`src/dph_pkg.sv`:
```
// Operation
// - Every register write gets a fresh physical register
// - WAW pair maps to later writer
// - Operand forward: one read feeds both
// - Operand forward only after move-type first
// - Operand forward from register or memory
// - Operand forward needs matching operand sizes
// - Result forward: one result, two destinations
// - Result forward only when second is move
// - Memory result forward skips register read-back
// - Store data bypassed to following load
// - Bypass only for cacheable addresses
// - Bypass stalls secondary pipe exactly one clock
// - Thirty-two physical registers, any architectural use
// - Exceptions and memory writes in program order
package dph_pkg;
    // Pool and architectural sizes
    localparam int PHYS_REGS = 32;
    localparam int PHYS_W = 5;
    localparam int ARCH_REGS = 8;
    localparam int ARCH_W = 3;
    localparam int INFL_W = 3;
    // Operation classes from decode
    localparam logic [1:0] OP_MOVE = 2'h0;
    localparam logic [1:0] OP_ALU = 2'h1;
    localparam logic [1:0] OP_OTHER = 2'h2;
    // Bypass stall length in clocks
    localparam logic [1:0] BYP_STALL_CYC = 2'h1;
    // Forwarding decision codes
    localparam logic [2:0] FW_NONE = 3'h0;
    localparam logic [2:0] FW_OPERAND = 3'h1;
    localparam logic [2:0] FW_RESULT = 3'h2;
    localparam logic [2:0] FW_BYPASS = 3'h3;
    localparam logic [2:0] FW_INTERLOCK = 3'h4;
endpackage

```
`src/dph_free_pool.sv`:
```
`timescale 1ns/1ps
// Free list of physical registers with reference counts
module dph_free_pool #(
    parameter int NREG = dph_pkg::PHYS_REGS
) (
    // Clock and reset
    input wire logic clk_sys_i,
    input wire logic rst_n_i,
    // Allocation requests, two per clock
    input wire logic alloc0_i,
    input wire logic alloc1_i,
    output logic [dph_pkg::PHYS_W-1:0] grant0_o,
    output logic [dph_pkg::PHYS_W-1:0] grant1_o,
    output logic avail_o,
    // Reference events
    input wire logic [NREG-1:0] unmap_i,
    input wire logic [NREG-1:0] retire_i
);
    // Architectural mapping held
    logic [NREG-1:0] mapped_r;
    logic [NREG-1:0] mapped_nxt;
    // In-flight writer outstanding
    logic [NREG-1:0] busy_r;
    logic [NREG-1:0] busy_nxt;
    logic [NREG-1:0] used;
    logic [NREG-1:0] take;
    logic found0;
    logic found1;

    // Pick two lowest free entries
    always_comb
    begin
        grant0_o = '0;
        grant1_o = '0;
        found0 = 1'b0;
        found1 = 1'b0;
        for (int i = 0; i < NREG; i++)
        begin
            if (!used[i] && !found0)
            begin
                grant0_o = i[dph_pkg::PHYS_W-1:0];
                found0 = 1'b1;
            end
            else if (!used[i] && !found1)
            begin
                grant1_o = i[dph_pkg::PHYS_W-1:0];
                found1 = 1'b1;
            end
        end
        avail_o = found0 && found1;
    end

    // Per-entry reference bookkeeping
    generate
        for (genvar g = 0; g < NREG; g++)
        begin : g_ent
            assign used[g] = mapped_r[g] || busy_r[g];
            assign take[g] = avail_o && ((alloc0_i && grant0_o == g) ||
                                         (alloc1_i && grant1_o == g));
            always_comb
            begin
                // Granted and unmapped at once: the overridden WAW writer never maps
                mapped_nxt[g] = (take[g] || mapped_r[g]) && !unmap_i[g];
                // Allocation wins over a release in the same clock
                busy_nxt[g] = take[g] || (busy_r[g] && !retire_i[g]);
            end
        end
    endgenerate

    // Entries 0..7 start mapped to the architectural registers
    always_ff @(posedge clk_sys_i or negedge rst_n_i)
    begin
        if (!rst_n_i)
        begin
            mapped_r <= 32'h0000_00FF;
            busy_r <= '0;
        end
        else
        begin
            mapped_r <= mapped_nxt;
            busy_r <= busy_nxt;
        end
    end

    pool_free_a: assert property (@(posedge clk_sys_i) disable iff (!rst_n_i)
        (alloc0_i && avail_o) |-> !used[grant0_o])
        else $error("Allocated register still referenced");
    pool_split_a: assert property (@(posedge clk_sys_i) disable iff (!rst_n_i)
        avail_o |-> grant0_o != grant1_o)
        else $error("Same register granted twice");
endmodule

```
`src/dph_pair_check.sv`:
```
`timescale 1ns/1ps
// Combinational classification of an issued pair
module dph_pair_check (
    // First (primary) instruction
    input wire logic [1:0] p_class_i,
    input wire logic p_wr_reg_i,
    input wire logic [dph_pkg::ARCH_W-1:0] p_dst_i,
    input wire logic [1:0] p_dst_size_i,
    input wire logic p_mem_wr_i,
    input wire logic [31:0] p_addr_i,
    input wire logic p_cacheable_i,
    // Second (secondary) instruction
    input wire logic [1:0] s_class_i,
    input wire logic s_rd_reg_i,
    input wire logic [dph_pkg::ARCH_W-1:0] s_src_i,
    input wire logic [1:0] s_src_size_i,
    input wire logic s_mem_rd_i,
    input wire logic [31:0] s_addr_i,
    // Decision
    output logic [2:0] kind_o
);
    logic reg_raw;
    logic mem_raw;

    // Classify dependency, forwarding first
    always_comb
    begin
        reg_raw = p_wr_reg_i && s_rd_reg_i && (p_dst_i == s_src_i);
        mem_raw = p_mem_wr_i && s_mem_rd_i && (p_addr_i == s_addr_i);
        kind_o = dph_pkg::FW_NONE;
        if (reg_raw)
        begin
            if (p_class_i == dph_pkg::OP_MOVE && p_dst_size_i == s_src_size_i)
                kind_o = dph_pkg::FW_OPERAND;
            else if (p_class_i == dph_pkg::OP_ALU && s_class_i == dph_pkg::OP_MOVE)
                kind_o = dph_pkg::FW_RESULT;
            else
                kind_o = dph_pkg::FW_INTERLOCK;
        end
        else if (mem_raw)
        begin
            // Non-cacheable load must truly read memory
            kind_o = p_cacheable_i ? dph_pkg::FW_BYPASS : dph_pkg::FW_INTERLOCK;
        end
    end
endmodule

```
`src/dph_hazard_resolver.sv`:
```
`timescale 1ns/1ps
// Rename map and pair dependency control for the two pipes
module dph_hazard_resolver (
    // Clock and reset
    input wire logic clk_sys_i,
    input wire logic arst_n_i,
    // Pair issue handshake
    input wire logic pair_valid_i,
    output logic pair_accept_o,
    // Primary instruction
    input wire logic [1:0] p_class_i,
    input wire logic p_wr_reg_i,
    input wire logic [2:0] p_dst_i,
    input wire logic [1:0] p_dst_size_i,
    input wire logic [2:0] p_src_i,
    input wire logic p_mem_wr_i,
    input wire logic [31:0] p_addr_i,
    input wire logic p_cacheable_i,
    input wire logic p_exc_i,
    // Secondary instruction
    input wire logic s_valid_i,
    input wire logic [1:0] s_class_i,
    input wire logic s_wr_reg_i,
    input wire logic [2:0] s_dst_i,
    input wire logic s_rd_reg_i,
    input wire logic [2:0] s_src_i,
    input wire logic [1:0] s_src_size_i,
    input wire logic s_mem_rd_i,
    input wire logic s_mem_wr_i,
    input wire logic [31:0] s_addr_i,
    input wire logic s_exc_i,
    // Primary result available (interlock release)
    input wire logic p_done_i,
    input wire logic [4:0] p_done_tag_i,
    // Secondary retire
    input wire logic s_done_i,
    input wire logic [4:0] s_done_tag_i,
    // Store data from primary
    input wire logic [31:0] p_store_data_i,
    // Rename results
    output logic [4:0] p_phys_dst_o,
    output logic [4:0] s_phys_dst_o,
    output logic [4:0] p_phys_src_o,
    output logic [4:0] s_phys_src_o,
    // Forwarding controls
    output logic [2:0] fwd_kind_o,
    output logic s_mem_wr_from_result_o,
    output logic s_stall_o,
    output logic [31:0] s_bypass_data_o,
    output logic s_bypass_valid_o,
    // Ordered side effects
    output logic mem_wr_slot0_s_o,
    output logic exc_report_o,
    output logic exc_is_s_o
);
    //////////////////////////////////////////////////////////////////
    // Reset release
    logic rst_s1_r;
    logic rst_n_r;

    // Two-stage release of the async reset
    always_ff @(posedge clk_sys_i or negedge arst_n_i)
    begin
        if (!arst_n_i)
        begin
            rst_s1_r <= 1'b0;
            rst_n_r <= 1'b0;
        end
        else
        begin
            rst_s1_r <= 1'b1;
            rst_n_r <= rst_s1_r;
        end
    end

    //////////////////////////////////////////////////////////////////
    // Pair classification and free pool
    logic [2:0] kind;
    logic [4:0] g0;
    logic [4:0] g1;
    logic avail;
    logic take;
    logic [dph_pkg::PHYS_REGS-1:0] unmap;
    logic [dph_pkg::PHYS_REGS-1:0] retire;
    // Logical to physical map
    logic [4:0] map_r [dph_pkg::ARCH_REGS];
    logic [4:0] map_nxt [dph_pkg::ARCH_REGS];
    // Interlock and bypass stall state
    logic wait_r;
    logic wait_nxt;
    logic [4:0] wait_tag_r;
    logic [4:0] wait_tag_nxt;
    logic [1:0] byp_cnt_r;
    logic [1:0] byp_cnt_nxt;
    logic busy;

    dph_pair_check u_check (
        .p_class_i(p_class_i),
        .p_wr_reg_i(p_wr_reg_i),
        .p_dst_i(p_dst_i),
        .p_dst_size_i(p_dst_size_i),
        .p_mem_wr_i(p_mem_wr_i),
        .p_addr_i(p_addr_i),
        .p_cacheable_i(p_cacheable_i),
        .s_class_i(s_class_i),
        .s_rd_reg_i(s_rd_reg_i && s_valid_i),
        .s_src_i(s_src_i),
        .s_src_size_i(s_src_size_i),
        .s_mem_rd_i(s_mem_rd_i && s_valid_i),
        .s_addr_i(s_addr_i),
        .kind_o(kind)
    );

    dph_free_pool #(
        .NREG(dph_pkg::PHYS_REGS)
    ) u_pool (
        .clk_sys_i(clk_sys_i),
        .rst_n_i(rst_n_r),
        .alloc0_i(take && p_wr_reg_i),
        .alloc1_i(take && s_valid_i && s_wr_reg_i),
        .grant0_o(g0),
        .grant1_o(g1),
        .avail_o(avail),
        .unmap_i(unmap),
        .retire_i(retire)
    );

    // Pair blocked while an earlier stall is pending or pool is short
    assign busy = wait_r || (byp_cnt_r != 2'h0);
    assign take = pair_valid_i && !busy && avail;

    //////////////////////////////////////////////////////////////////
    // Rename map update and release events
    always_comb
    begin
        unmap = '0;
        retire = '0;
        for (int a = 0; a < dph_pkg::ARCH_REGS; a++)
            map_nxt[a] = map_r[a];
        if (take && p_wr_reg_i)
        begin
            map_nxt[p_dst_i] = g0;
            unmap[map_r[p_dst_i]] = 1'b1;
        end
        if (take && s_valid_i && s_wr_reg_i)
        begin
            // Later writer in program order owns the mapping
            map_nxt[s_dst_i] = g1;
            if (!(p_wr_reg_i && p_dst_i == s_dst_i))
                unmap[map_r[s_dst_i]] = 1'b1;
            else
                unmap[g0] = 1'b1;
        end
        if (p_done_i)
            retire[p_done_tag_i] = 1'b1;
        if (s_done_i)
            retire[s_done_tag_i] = 1'b1;
    end

    // Interlock and bypass stall sequencing
    always_comb
    begin
        wait_nxt = wait_r;
        wait_tag_nxt = wait_tag_r;
        byp_cnt_nxt = (byp_cnt_r != 2'h0) ? byp_cnt_r - 2'h1 : 2'h0;
        // Release when the awaited primary result arrives
        if (wait_r && p_done_i && p_done_tag_i == wait_tag_r)
            wait_nxt = 1'b0;
        if (take && kind == dph_pkg::FW_INTERLOCK)
        begin
            wait_nxt = 1'b1;
            wait_tag_nxt = g0;
        end
        if (take && kind == dph_pkg::FW_BYPASS)
            byp_cnt_nxt = dph_pkg::BYP_STALL_CYC;
    end

    // Map starts as identity onto entries 0..7
    always_ff @(posedge clk_sys_i or negedge rst_n_r)
    begin
        if (!rst_n_r)
        begin
            for (int a = 0; a < dph_pkg::ARCH_REGS; a++)
                map_r[a] <= 5'(a);
            wait_r <= 1'b0;
            wait_tag_r <= 5'h00;
            byp_cnt_r <= 2'h0;
        end
        else
        begin
            for (int a = 0; a < dph_pkg::ARCH_REGS; a++)
                map_r[a] <= map_nxt[a];
            wait_r <= wait_nxt;
            wait_tag_r <= wait_tag_nxt;
            byp_cnt_r <= byp_cnt_nxt;
        end
    end

    //////////////////////////////////////////////////////////////////
    // Registered outputs toward register file, execute and cache
    logic stall_nxt;
    logic byp_v_nxt;
    always_comb
    begin
        stall_nxt = wait_nxt || (byp_cnt_nxt != 2'h0);
        byp_v_nxt = take && kind == dph_pkg::FW_BYPASS;
    end

    always_ff @(posedge clk_sys_i or negedge rst_n_r)
    begin
        if (!rst_n_r)
        begin
            pair_accept_o <= 1'b0;
            p_phys_dst_o <= 5'h00;
            s_phys_dst_o <= 5'h00;
            p_phys_src_o <= 5'h00;
            s_phys_src_o <= 5'h00;
            fwd_kind_o <= 3'h0;
            s_mem_wr_from_result_o <= 1'b0;
            s_stall_o <= 1'b0;
            s_bypass_data_o <= 32'h0000_0000;
            s_bypass_valid_o <= 1'b0;
            mem_wr_slot0_s_o <= 1'b0;
            exc_report_o <= 1'b0;
            exc_is_s_o <= 1'b0;
        end
        else
        begin
            pair_accept_o <= take;
            p_phys_dst_o <= g0;
            s_phys_dst_o <= g1;
            p_phys_src_o <= map_r[p_src_i];
            // Operand forward: secondary shares the primary's source read
            if (kind == dph_pkg::FW_OPERAND)
                s_phys_src_o <= map_r[p_src_i];
            else
                s_phys_src_o <= map_r[s_src_i];
            fwd_kind_o <= take ? kind : dph_pkg::FW_NONE;
            // Store takes ALU result directly, no register read-back
            s_mem_wr_from_result_o <= take && kind == dph_pkg::FW_RESULT
                && s_mem_wr_i;
            s_stall_o <= stall_nxt;
            if (byp_v_nxt)
                s_bypass_data_o <= p_store_data_i;
            s_bypass_valid_o <= byp_v_nxt;
            // Primary store always goes first; flag secondary store in slot 0 when primary has none
            mem_wr_slot0_s_o <= take && s_mem_wr_i && !p_mem_wr_i;
            // Primary exception masks a later secondary one
            exc_report_o <= take && (p_exc_i || (s_valid_i && s_exc_i));
            exc_is_s_o <= take && !p_exc_i && s_valid_i && s_exc_i;
        end
    end

    //////////////////////////////////////////////////////////////////
    // Checks
    byp_one_clk_a: assert property (@(posedge clk_sys_i) disable iff (!rst_n_r)
        s_bypass_valid_o |-> s_stall_o ##1 !s_stall_o)
        else $error("Bypass stall not exactly one clock");
    waw_later_a: assert property (@(posedge clk_sys_i) disable iff (!rst_n_r)
        (take && p_wr_reg_i && s_valid_i && s_wr_reg_i && p_dst_i == s_dst_i)
        |=> map_r[$past(s_dst_i)] == $past(g1))
        else $error("WAW map not on later writer");
    opf_move_a: assert property (@(posedge clk_sys_i) disable iff (!rst_n_r)
        (take && kind == dph_pkg::FW_OPERAND) |->
        p_class_i == dph_pkg::OP_MOVE && p_dst_size_i == s_src_size_i)
        else $error("Operand forward without move or size match");
    res_move_a: assert property (@(posedge clk_sys_i) disable iff (!rst_n_r)
        (take && kind == dph_pkg::FW_RESULT) |-> s_class_i == dph_pkg::OP_MOVE)
        else $error("Result forward to non-move");
    byp_data_a: assert property (@(posedge clk_sys_i) disable iff (!rst_n_r)
        byp_v_nxt |=> s_bypass_valid_o && s_bypass_data_o == $past(p_store_data_i))
        else $error("Bypass data not the held store data");
    byp_cache_a: assert property (@(posedge clk_sys_i) disable iff (!rst_n_r)
        (take && kind == dph_pkg::FW_BYPASS) |-> p_cacheable_i)
        else $error("Bypass on non-cacheable address");
    fresh_dst_a: assert property (@(posedge clk_sys_i) disable iff (!rst_n_r)
        (take && p_wr_reg_i) |=> p_phys_dst_o != $past(map_r[p_dst_i]))
        else $error("Write reused mapped register");
    ilk_hold_a: assert property (@(posedge clk_sys_i) disable iff (!rst_n_r)
        (wait_r && !p_done_i) |=> s_stall_o && !pair_accept_o)
        else $error("Interlock released early");
    exc_order_a: assert property (@(posedge clk_sys_i) disable iff (!rst_n_r)
        (take && p_exc_i) |=> exc_report_o && !exc_is_s_o)
        else $error("Exception out of program order");
    opf_seen_c: cover property (@(posedge clk_sys_i) take && kind == dph_pkg::FW_OPERAND);
    res_seen_c: cover property (@(posedge clk_sys_i) take && kind == dph_pkg::FW_RESULT);
    byp_seen_c: cover property (@(posedge clk_sys_i) take && kind == dph_pkg::FW_BYPASS);
    ilk_seen_c: cover property (@(posedge clk_sys_i) take && kind == dph_pkg::FW_INTERLOCK);
endmodule

```
`config.mk`:
```
export PLATFORM = sky130hd
export DESIGN_NAME = dph_hazard_resolver
export DESIGN_NICKNAME = d
export VERILOG_FILES = /design/src/dph_pkg.sv /design/src/dph_free_pool.sv /design/src/dph_pair_check.sv /design/src/dph_hazard_resolver.sv
export SDC_FILE = /design/constraint.sdc
export NUM_CORES = 1
export LEC_CHECK = 0
export ABC_CLOCK_PERIOD_IN_PS = 6900
export BUFFER_PORTS_ARGS = -buffer_cell sky130_fd_sc_hd__buf_4
export CAP_MARGIN = 20
export CORE_MARGIN = 1
export CORE_UTILIZATION = 39
export DETAILED_ROUTE_END_ITERATION = 6
export SYNTH_ARGS = -nofsm -noshare
export SYNTH_HDL_FRONTEND = slang
export SYNTH_SLANG_ARGS = --single-unit
```
`constraint.sdc`:
```
create_clock -name clk_sys_i -period 6.9 [get_ports clk_sys_i]
set_input_delay 1.38 -clock clk_sys_i [delete_from_list [all_inputs] [get_ports clk_sys_i]]
set_output_delay 1.38 -clock clk_sys_i [all_outputs]
set_load 0.03 [all_outputs]
```
# After elaboration in Yosys (flattened, before gate mapping)
# Index checks and enable logic that the tools add are counted.
[word_totals]
regBits = 176
input_bits = 141
[classes]
order_cmp = 16
n_eq_ne = 72
n_addsub = 1
n_reduce_logical = 551
muxes = 233
bitwise = 7
[op_table]
columns = ["op", "n"]
rows = [
  ["two-way mux 5 bit", 88],
  ["logical AND 1 bit", 256],
  ["equality test 5 bit (second input constant)", 32],
  ["two-way mux 32 bit", 5],
  ["logical NOT 1 bit", 158],
  ["logical OR 1 bit", 131],
  ["two-way mux 1 bit", 103],
  ["bitwise OR 32 bit", 3],
  ["bitwise mux 40 bit", 2],
  ["equality test 5 x 4 -> 1 bit (second input constant)", 16],
  ["two-way mux 40 bit", 2],
  ["binary-select mux 5 bit (select 3 bit)", 4],
  ["equality test 5 x 3 -> 1 bit (second input constant)", 8],
  ["equality test 32 bit", 1],
  ["two-way mux 4 bit", 8],
  ["demux 5 bit (select 3 bit)", 2],
  ["< comparator 5 x 6 -> 1 bit (second input constant)", 5],
  ["two-way mux 3 bit", 10],
  ["demux 1 bit (select 5 bit)", 5],
  [">= comparator 5 x 1 -> 1 bit (second input constant)", 5],
  ["equality test 5 x 2 -> 1 bit (second input constant)", 4],
  [">= comparator 4 bit (second input constant)", 4],
  ["NOT 3 -> 4 bit", 4],
  ["equality test 5 x 1 -> 1 bit (second input constant)", 2],
  ["13 further kinds", 22],
]

# Depth between registers and ports, before layout
[depth]
ltp_word = 133
depth_mapped = 13
mapped_depth_nobuf = 11

# Cells and area by module
# From an unflattened synthesis, not the netlist that was laid out.
[unflattened]
hier_cells = 1351
hier_area_um2 = 12199.2
[by_module_without_submodules]
columns = ["mod", "seq_area_each_um2", "area_per_inst_um2", "cells_each", "n_inst"]
rows = [
  ["dph_hazard_resolver", 2817.7, 7088.0, 710, 1],
  ["dph_free_pool", 1611.5, 4616.9, 578, 1],
  ["dph_pair_check", 0.0, 494.2, 63, 1],
]

# Least setup slack after synthesis
# OpenSTA, ideal clock, no wires.
[synth_path]
kind = "input -> register"
from = "input p_dst_i[0]"
to = "register u_pool.mapped_r[23]"
cell_stages = 9
setup_slack_ns = 3.061
path_buffers = 2
required_ns = 6.773
arrival_ns = 3.712
path_cell_list = "clkbuf_1 buf_1 mux4_2 mux2i_1 inv_1 nor3_1 inv_1 o22ai_1 a21oi_1"
[synth_via]
elab_chain_cells = 14
word_cells_on_any_way = 18
[synth_lines]
columns = ["item", "line_no", "text"]
rows = [
  ["from (decl)", "dph_hazard_resolver.sv:13", "input wire logic [2:0] p_dst_i,"],
  ["NOT 3 -> 4 bit (implied by the code)", "dph_hazard_resolver.sv:143", "unmap[map_r[p_dst_i]] = 1'b1;"],
  ["binary-select mux 5 bit (select 3 bit)", "dph_hazard_resolver.sv:143", ""],
  ["two-way mux 5 bit (implied by the code) (2 in series)", "dph_hazard_resolver.sv:143", ""],
  ["< comparator 5 x 6 -> 1 bit (implied by the code) or >= comparator 5 x 1 -> 1 bit (tied branches)", "dph_hazard_resolver.sv:143", ""],
  ["logical AND 1 bit (implied by the code)", "dph_hazard_resolver.sv:143", ""],
  ["two-way mux 1 bit (implied by the code)", "dph_hazard_resolver.sv:143", ""],
  ["demux 1 bit (select 5 bit)", "dph_hazard_resolver.sv:143", ""],
  ["two-way mux 32 bit", "dph_hazard_resolver.sv:140", "if (take && p_wr_reg_i)"],
  ["bitwise OR 32 bit (no source line)", "-", ""],
  ["two-way mux 32 bit", "dph_hazard_resolver.sv:149", "if (!(p_wr_reg_i && p_dst_i == s_dst_i))"],
  ["two-way mux 32 bit *", "dph_hazard_resolver.sv:145", "if (take && s_valid_i && s_wr_reg_i)"],
  ["logical NOT 1 bit *", "dph_free_pool.sv:63", "mapped_nxt[g] = (take[g] || mapped_r[g]) && !unmap_i[g];"],
  ["logical AND 1 bit *", "dph_free_pool.sv:63", ""],
  ["named net u_pool.mapped_nxt[23]", "dph_free_pool.sv:21", "logic [NREG-1:0] mapped_nxt;"],
  ["to (signal assigned)", "dph_free_pool.sv:80", "mapped_r <= mapped_nxt;"],
  ["to (decl)", "dph_free_pool.sv:20", "logic [NREG-1:0] mapped_r;"],
]
# The timed path passes the listed nets; every way through them passes the cells marked *. The select of a mux whose other input is x is not followed.
# A chain may end at the register's enable or synchronous reset.

# Worst setup path in the final report
[layout_path]
from = "register u_pool.busy_r[17]"
to = "register u_pool.mapped_r[5]"
[layout_via]
elab_chain_cells = 70
word_cells_on_any_way = 174
[layout_lines]
columns = ["item", "line_no", "text"]
rows = [
  ["from (decl)", "dph_free_pool.sv:23", "logic [NREG-1:0] busy_r;"],
  ["from (signal assigned)", "dph_free_pool.sv:81", "busy_r <= busy_nxt;"],
  ["logical OR 1 bit *", "dph_free_pool.sv:57", "assign used[g] = mapped_r[g] || busy_r[g];"],
  ["logical NOT 1 bit *", "dph_free_pool.sv:39, dph_free_pool.sv:44", ""],
  ["logical AND 1 bit", "dph_free_pool.sv:44", "else if (!used[i] && !found1)"],
  ["two-way mux 1 bit", "dph_free_pool.sv:44", ""],
  ["two-way mux 1 bit", "dph_free_pool.sv:39", "if (!used[i] && !found0)"],
  ["logical NOT 1 bit", "dph_free_pool.sv:44", ""],
  ["logical AND 1 bit", "dph_free_pool.sv:44", ""],
  ["two-way mux 1 bit", "dph_free_pool.sv:44", ""],
  ["[55 not listed]", "-", ""],
  ["logical AND 1 bit (on tied branches)", "-", ""],
  ["two-way mux 32 bit or logical AND 1 bit (tied branches)", "dph_hazard_resolver.sv:140, dph_hazard_resolver.sv:120, dph_hazard_resolver.sv:145", ""],
  ["bitwise OR 32 bit (no source line) or logical AND 1 bit (tied branches)", "-", ""],
  ["two-way mux 32 bit or logical OR 1 bit (tied branches)", "dph_hazard_resolver.sv:149, dph_free_pool.sv:58", ""],
  ["two-way mux 32 bit or logical AND 1 bit (tied branches)", "dph_hazard_resolver.sv:145, dph_free_pool.sv:58", ""],
  ["logical NOT 1 bit or logical OR 1 bit (tied branches)", "dph_free_pool.sv:63", ""],
  ["logical AND 1 bit *", "dph_free_pool.sv:63", ""],
  ["named net u_pool.mapped_nxt[5]", "dph_free_pool.sv:21", ""],
]
# The timed path passes the listed nets; every way through them passes the cells marked *.

==> reports/metrics.cfg <==
[route]
via_per_inst = 6.247
drc_errors = 11
wl_um = 45900
initialDrtViolationCount = 1123
wire_per_inst_um = 25.15
antenna_left = 0
first_pass_iters = 7
vias = 11400

[layout]
area.growth.synth_to_final_pct = 20.27
nets = 1558
diodes = 0
multiInputGateArea_um2 = 7325
regArea_um2 = 4433
layout-drive-gt1-share_pct = 28.83
fill_cells = 2888

[global_route]
grt_pass1_vias = 10960
grt_pass1_wl_um = 68580
grt_max_degree = 72
grt_overflow = 0
grtUsageTotal_pct = 29.39
antenna_found_initial = 0

[synth]
synth_cell_types = 98
synth.most_common_cell = dfrtp_1
syn_area_um2 = 12140
synthesis.nets = 1380
synth_top_area_share_pct = 32.15
ys_seq_area_share_pct = 36.48
syn_inst = 1239
synth_area_leader_cell = dfrtp_1
async_reset_ff_share_pct = 100.0
avgSynthCellArea_um2 = 9.801
synth_edf_count = 0
ys_seq_elements = 176
synth-warning-count = 0
synth_ff_type = dfrtp_1
yosys-top-cells-area = dfrtp_1 32%, mux4_2 7.4%, mux2i_1 6.6%
synthTopCellsByCount = 156 x dfrtp_1, 134 x nor2_1, 121 x nand2_1

[clocking]
cts_resized = 0
clock_latency_ns = 0.46
clock_path_buffers = 2
cts_tree = done
cts_sinks = 176
htreeDepth = 4
clkTransAtPathRegs_ns = 0.07
cts_buffers = 17
post-cts-setup-buffers = 0
root_buffer = clkbuf_16
holdBufCountCts = 0

[critical_path]
cp.required_ns = 7.24
critPathKind = flop to flop
path_cells = o22ai_1 -> nor4_2 -> and4_1 -> a31o_1 -> a21oi_2 -> and2_1 -> o31ai_2 -> inv_1 -> nor4b_2 -> a21oi_2 -> a222oi_1
end_kind = flop
path_max_fanout = 14
path_common_cell = a21oi_2
worstPathArrival_ns = 5.04
cp_slowest_cell = nor4b_2
start_kind = flop
r2r_cells = 11
max_stage_delay_ns = 0.82

[sta]
fmax_ghz = 0.2131
fin_crit_sh_pct = 68.01
finalSetupViolations = 0
worst_slack_ns = 2.208
final_hold_viol_count = 0
rsz0062_at_grt = no
final-max-slew-violation-count = 0
tns_ns = 0
fin_crit_ns = 4.693
skew_ns = 0.01230
worst_pin_slew_ns = 1.137
max-slew-margin-rel_pct = 23.57

[placed_design]
routabilityCongestion = 1.024
io_buffers = 202
hpwl_um = 34520
post-place-ws_ns = 2.347

[floorplan]
die_area_um2 = 31840
rows = 64
die_x_um = 178.5
die-height_um = 178.5
start_util_pct = 39.70
ios = 203
core_um2 = 30590

[power_and_ir_drop]
p_leak_nw = 6.467
p_sw_share_pct = 49.02
pwr-share-comb_pct = 53.3
intPower_w = 0.002781
p_seq_share_pct = 28.2
ir_drop_v = 0.0004362
power_density_nw_per_um2 = 373.5
p_clk_share_pct = 18.5
power_switching_w = 0.002674

[status]
violations = design-rule violations
status = finished, violations left

[worst_hold_path]
worstHoldPathType = flop to async pin

[run]
maxCapViolations = 0

-- final timing paths --
check | from | endpoint | slack, ns
worst min-delay path | rst_n_r | map_r[29] | 0.33
worst max-delay path | u_pool.busy_r[17] | u_pool.mapped_r[5] | 2.21
max in group asynchronous | rst_n_r | s_bypass_data_o[24] | 5.24
min in group clk_sys_i | rst_s1_r | rst_n_r | 0.36
worst max register to register | u_pool.busy_r[17] | u_pool.mapped_r[5] | 2.21
worst min register to register | rst_n_r | map_r[29] | 0.33
-- critical path, delay by kind of cell (launching register included) --
kind | cells | cell delay, ns
flip-flops | 1 | 0.43
AND/OR/NAND/NOR | 4 | 2.20
buffers and inverters | 1 | 0.42
AO/OA/AOI/OAI | 6 | 1.54
-- cells in the final DEF, fill, tap and decap left out, drive strengths merged, types with 12 or more instances in the layout --
| master | instances |
|---|---|
| dfstp | 20 |
| mux4 | 40 |
| a22oi | 42 |
| inv | 38 |
| a31oi | 14 |
| nor4 | 24 |
| clkbuf | 18 |
| nand4 | 19 |
| nor3 | 35 |
| xor2 | 30 |
| nand3 | 28 |
| mux2i | 80 |
| nand2 | 121 |
| xnor2 | 18 |
| nor2 | 134 |
| dfrtp | 156 |
| buf | 218 |
| o22ai | 35 |
| mux2 | 45 |
| a21oi | 66 |
| and3 | 16 |
| o21ai | 33 |
| or3 | 12 |
-- per-stage QoR --
step / power, W / instances / instance area [um^2] / util (%) / hold slack [ns]
after floorplan: 0.003301 / 1239 / 12140 / - / 0.3312
after global placement: 0.004367 / 1792 / 13990 / 45.75 / 0.3349
after detailed placement: 0.004378 / 1793 / 14010 / 45.79 / 0.3491
after CTS: 0.005403 / 1824 / 14600 / 47.72 / 0.3464
after global routing: 0.005669 / 1825 / 14600 / 47.74 / 0.3715
final: 0.005454 / 1825 / 14600 / 47.74 / 0.3263
-- state kept, by name, summed over array words and instances (netlist names), 2 cells and up --
register         flops
map_r               40
s_bypass_data_o     32
u_pool.busy_r       32
u_pool.mapped_r     32
p_phys_dst_o         5
p_phys_src_o         5
s_phys_dst_o         5
s_phys_src_o         5
wait_tag_r           5
fwd_kind_o           3
byp_cnt_r            2
-- area by class of cell --
class | instances | share of cell area (%)
Clock buffer | 18 | 3.007
Multi-Input combinational cell | 972 | 50.15
Timing Repair Buffer | 218 | 11.23
Inverter | 32 | 0.8225
Clock inverter | 13 | 1.037
Sequential cell | 176 | 30.35
Tap cell | 396 | 3.393
-- power by group through the flow --
stage                     clock [W]  sequential, W  combinational [W]
after floorplan                   0        0.00159            0.00171
after global placement            0        0.00154            0.00283
after detailed placement          0        0.00155            0.00283
after CTS                   0.00103        0.00153            0.00284
after global routing        0.00107        0.00157            0.00303
final                       0.00101        0.00154            0.00291
-- kinds of logic after synthesis --
logic type / synth area share, %
XOR/XNOR: 3.462
multiplexers: 19.08
flip-flops: 36.48
adder cells (fa/ha/maj): 0.5049
AND/OR/NAND/NOR: 19.99
buffers and inverters: 3.215
AO/OA/AOI/OAI: 17.24
other: 0.03088
-- layer usage --
layer / global-route usage, % / vias to the layer above / wire (um)
met1: 40.57 / 5688 / 19700
met3: 6.330 / 76 / 3833
met4: 11.09 / 0 / 1389
li1: - / 5068 / -
met5: 0 / - / 0
met2: 44.88 / 569 / 20970
(Power assumes the default switching activity.)
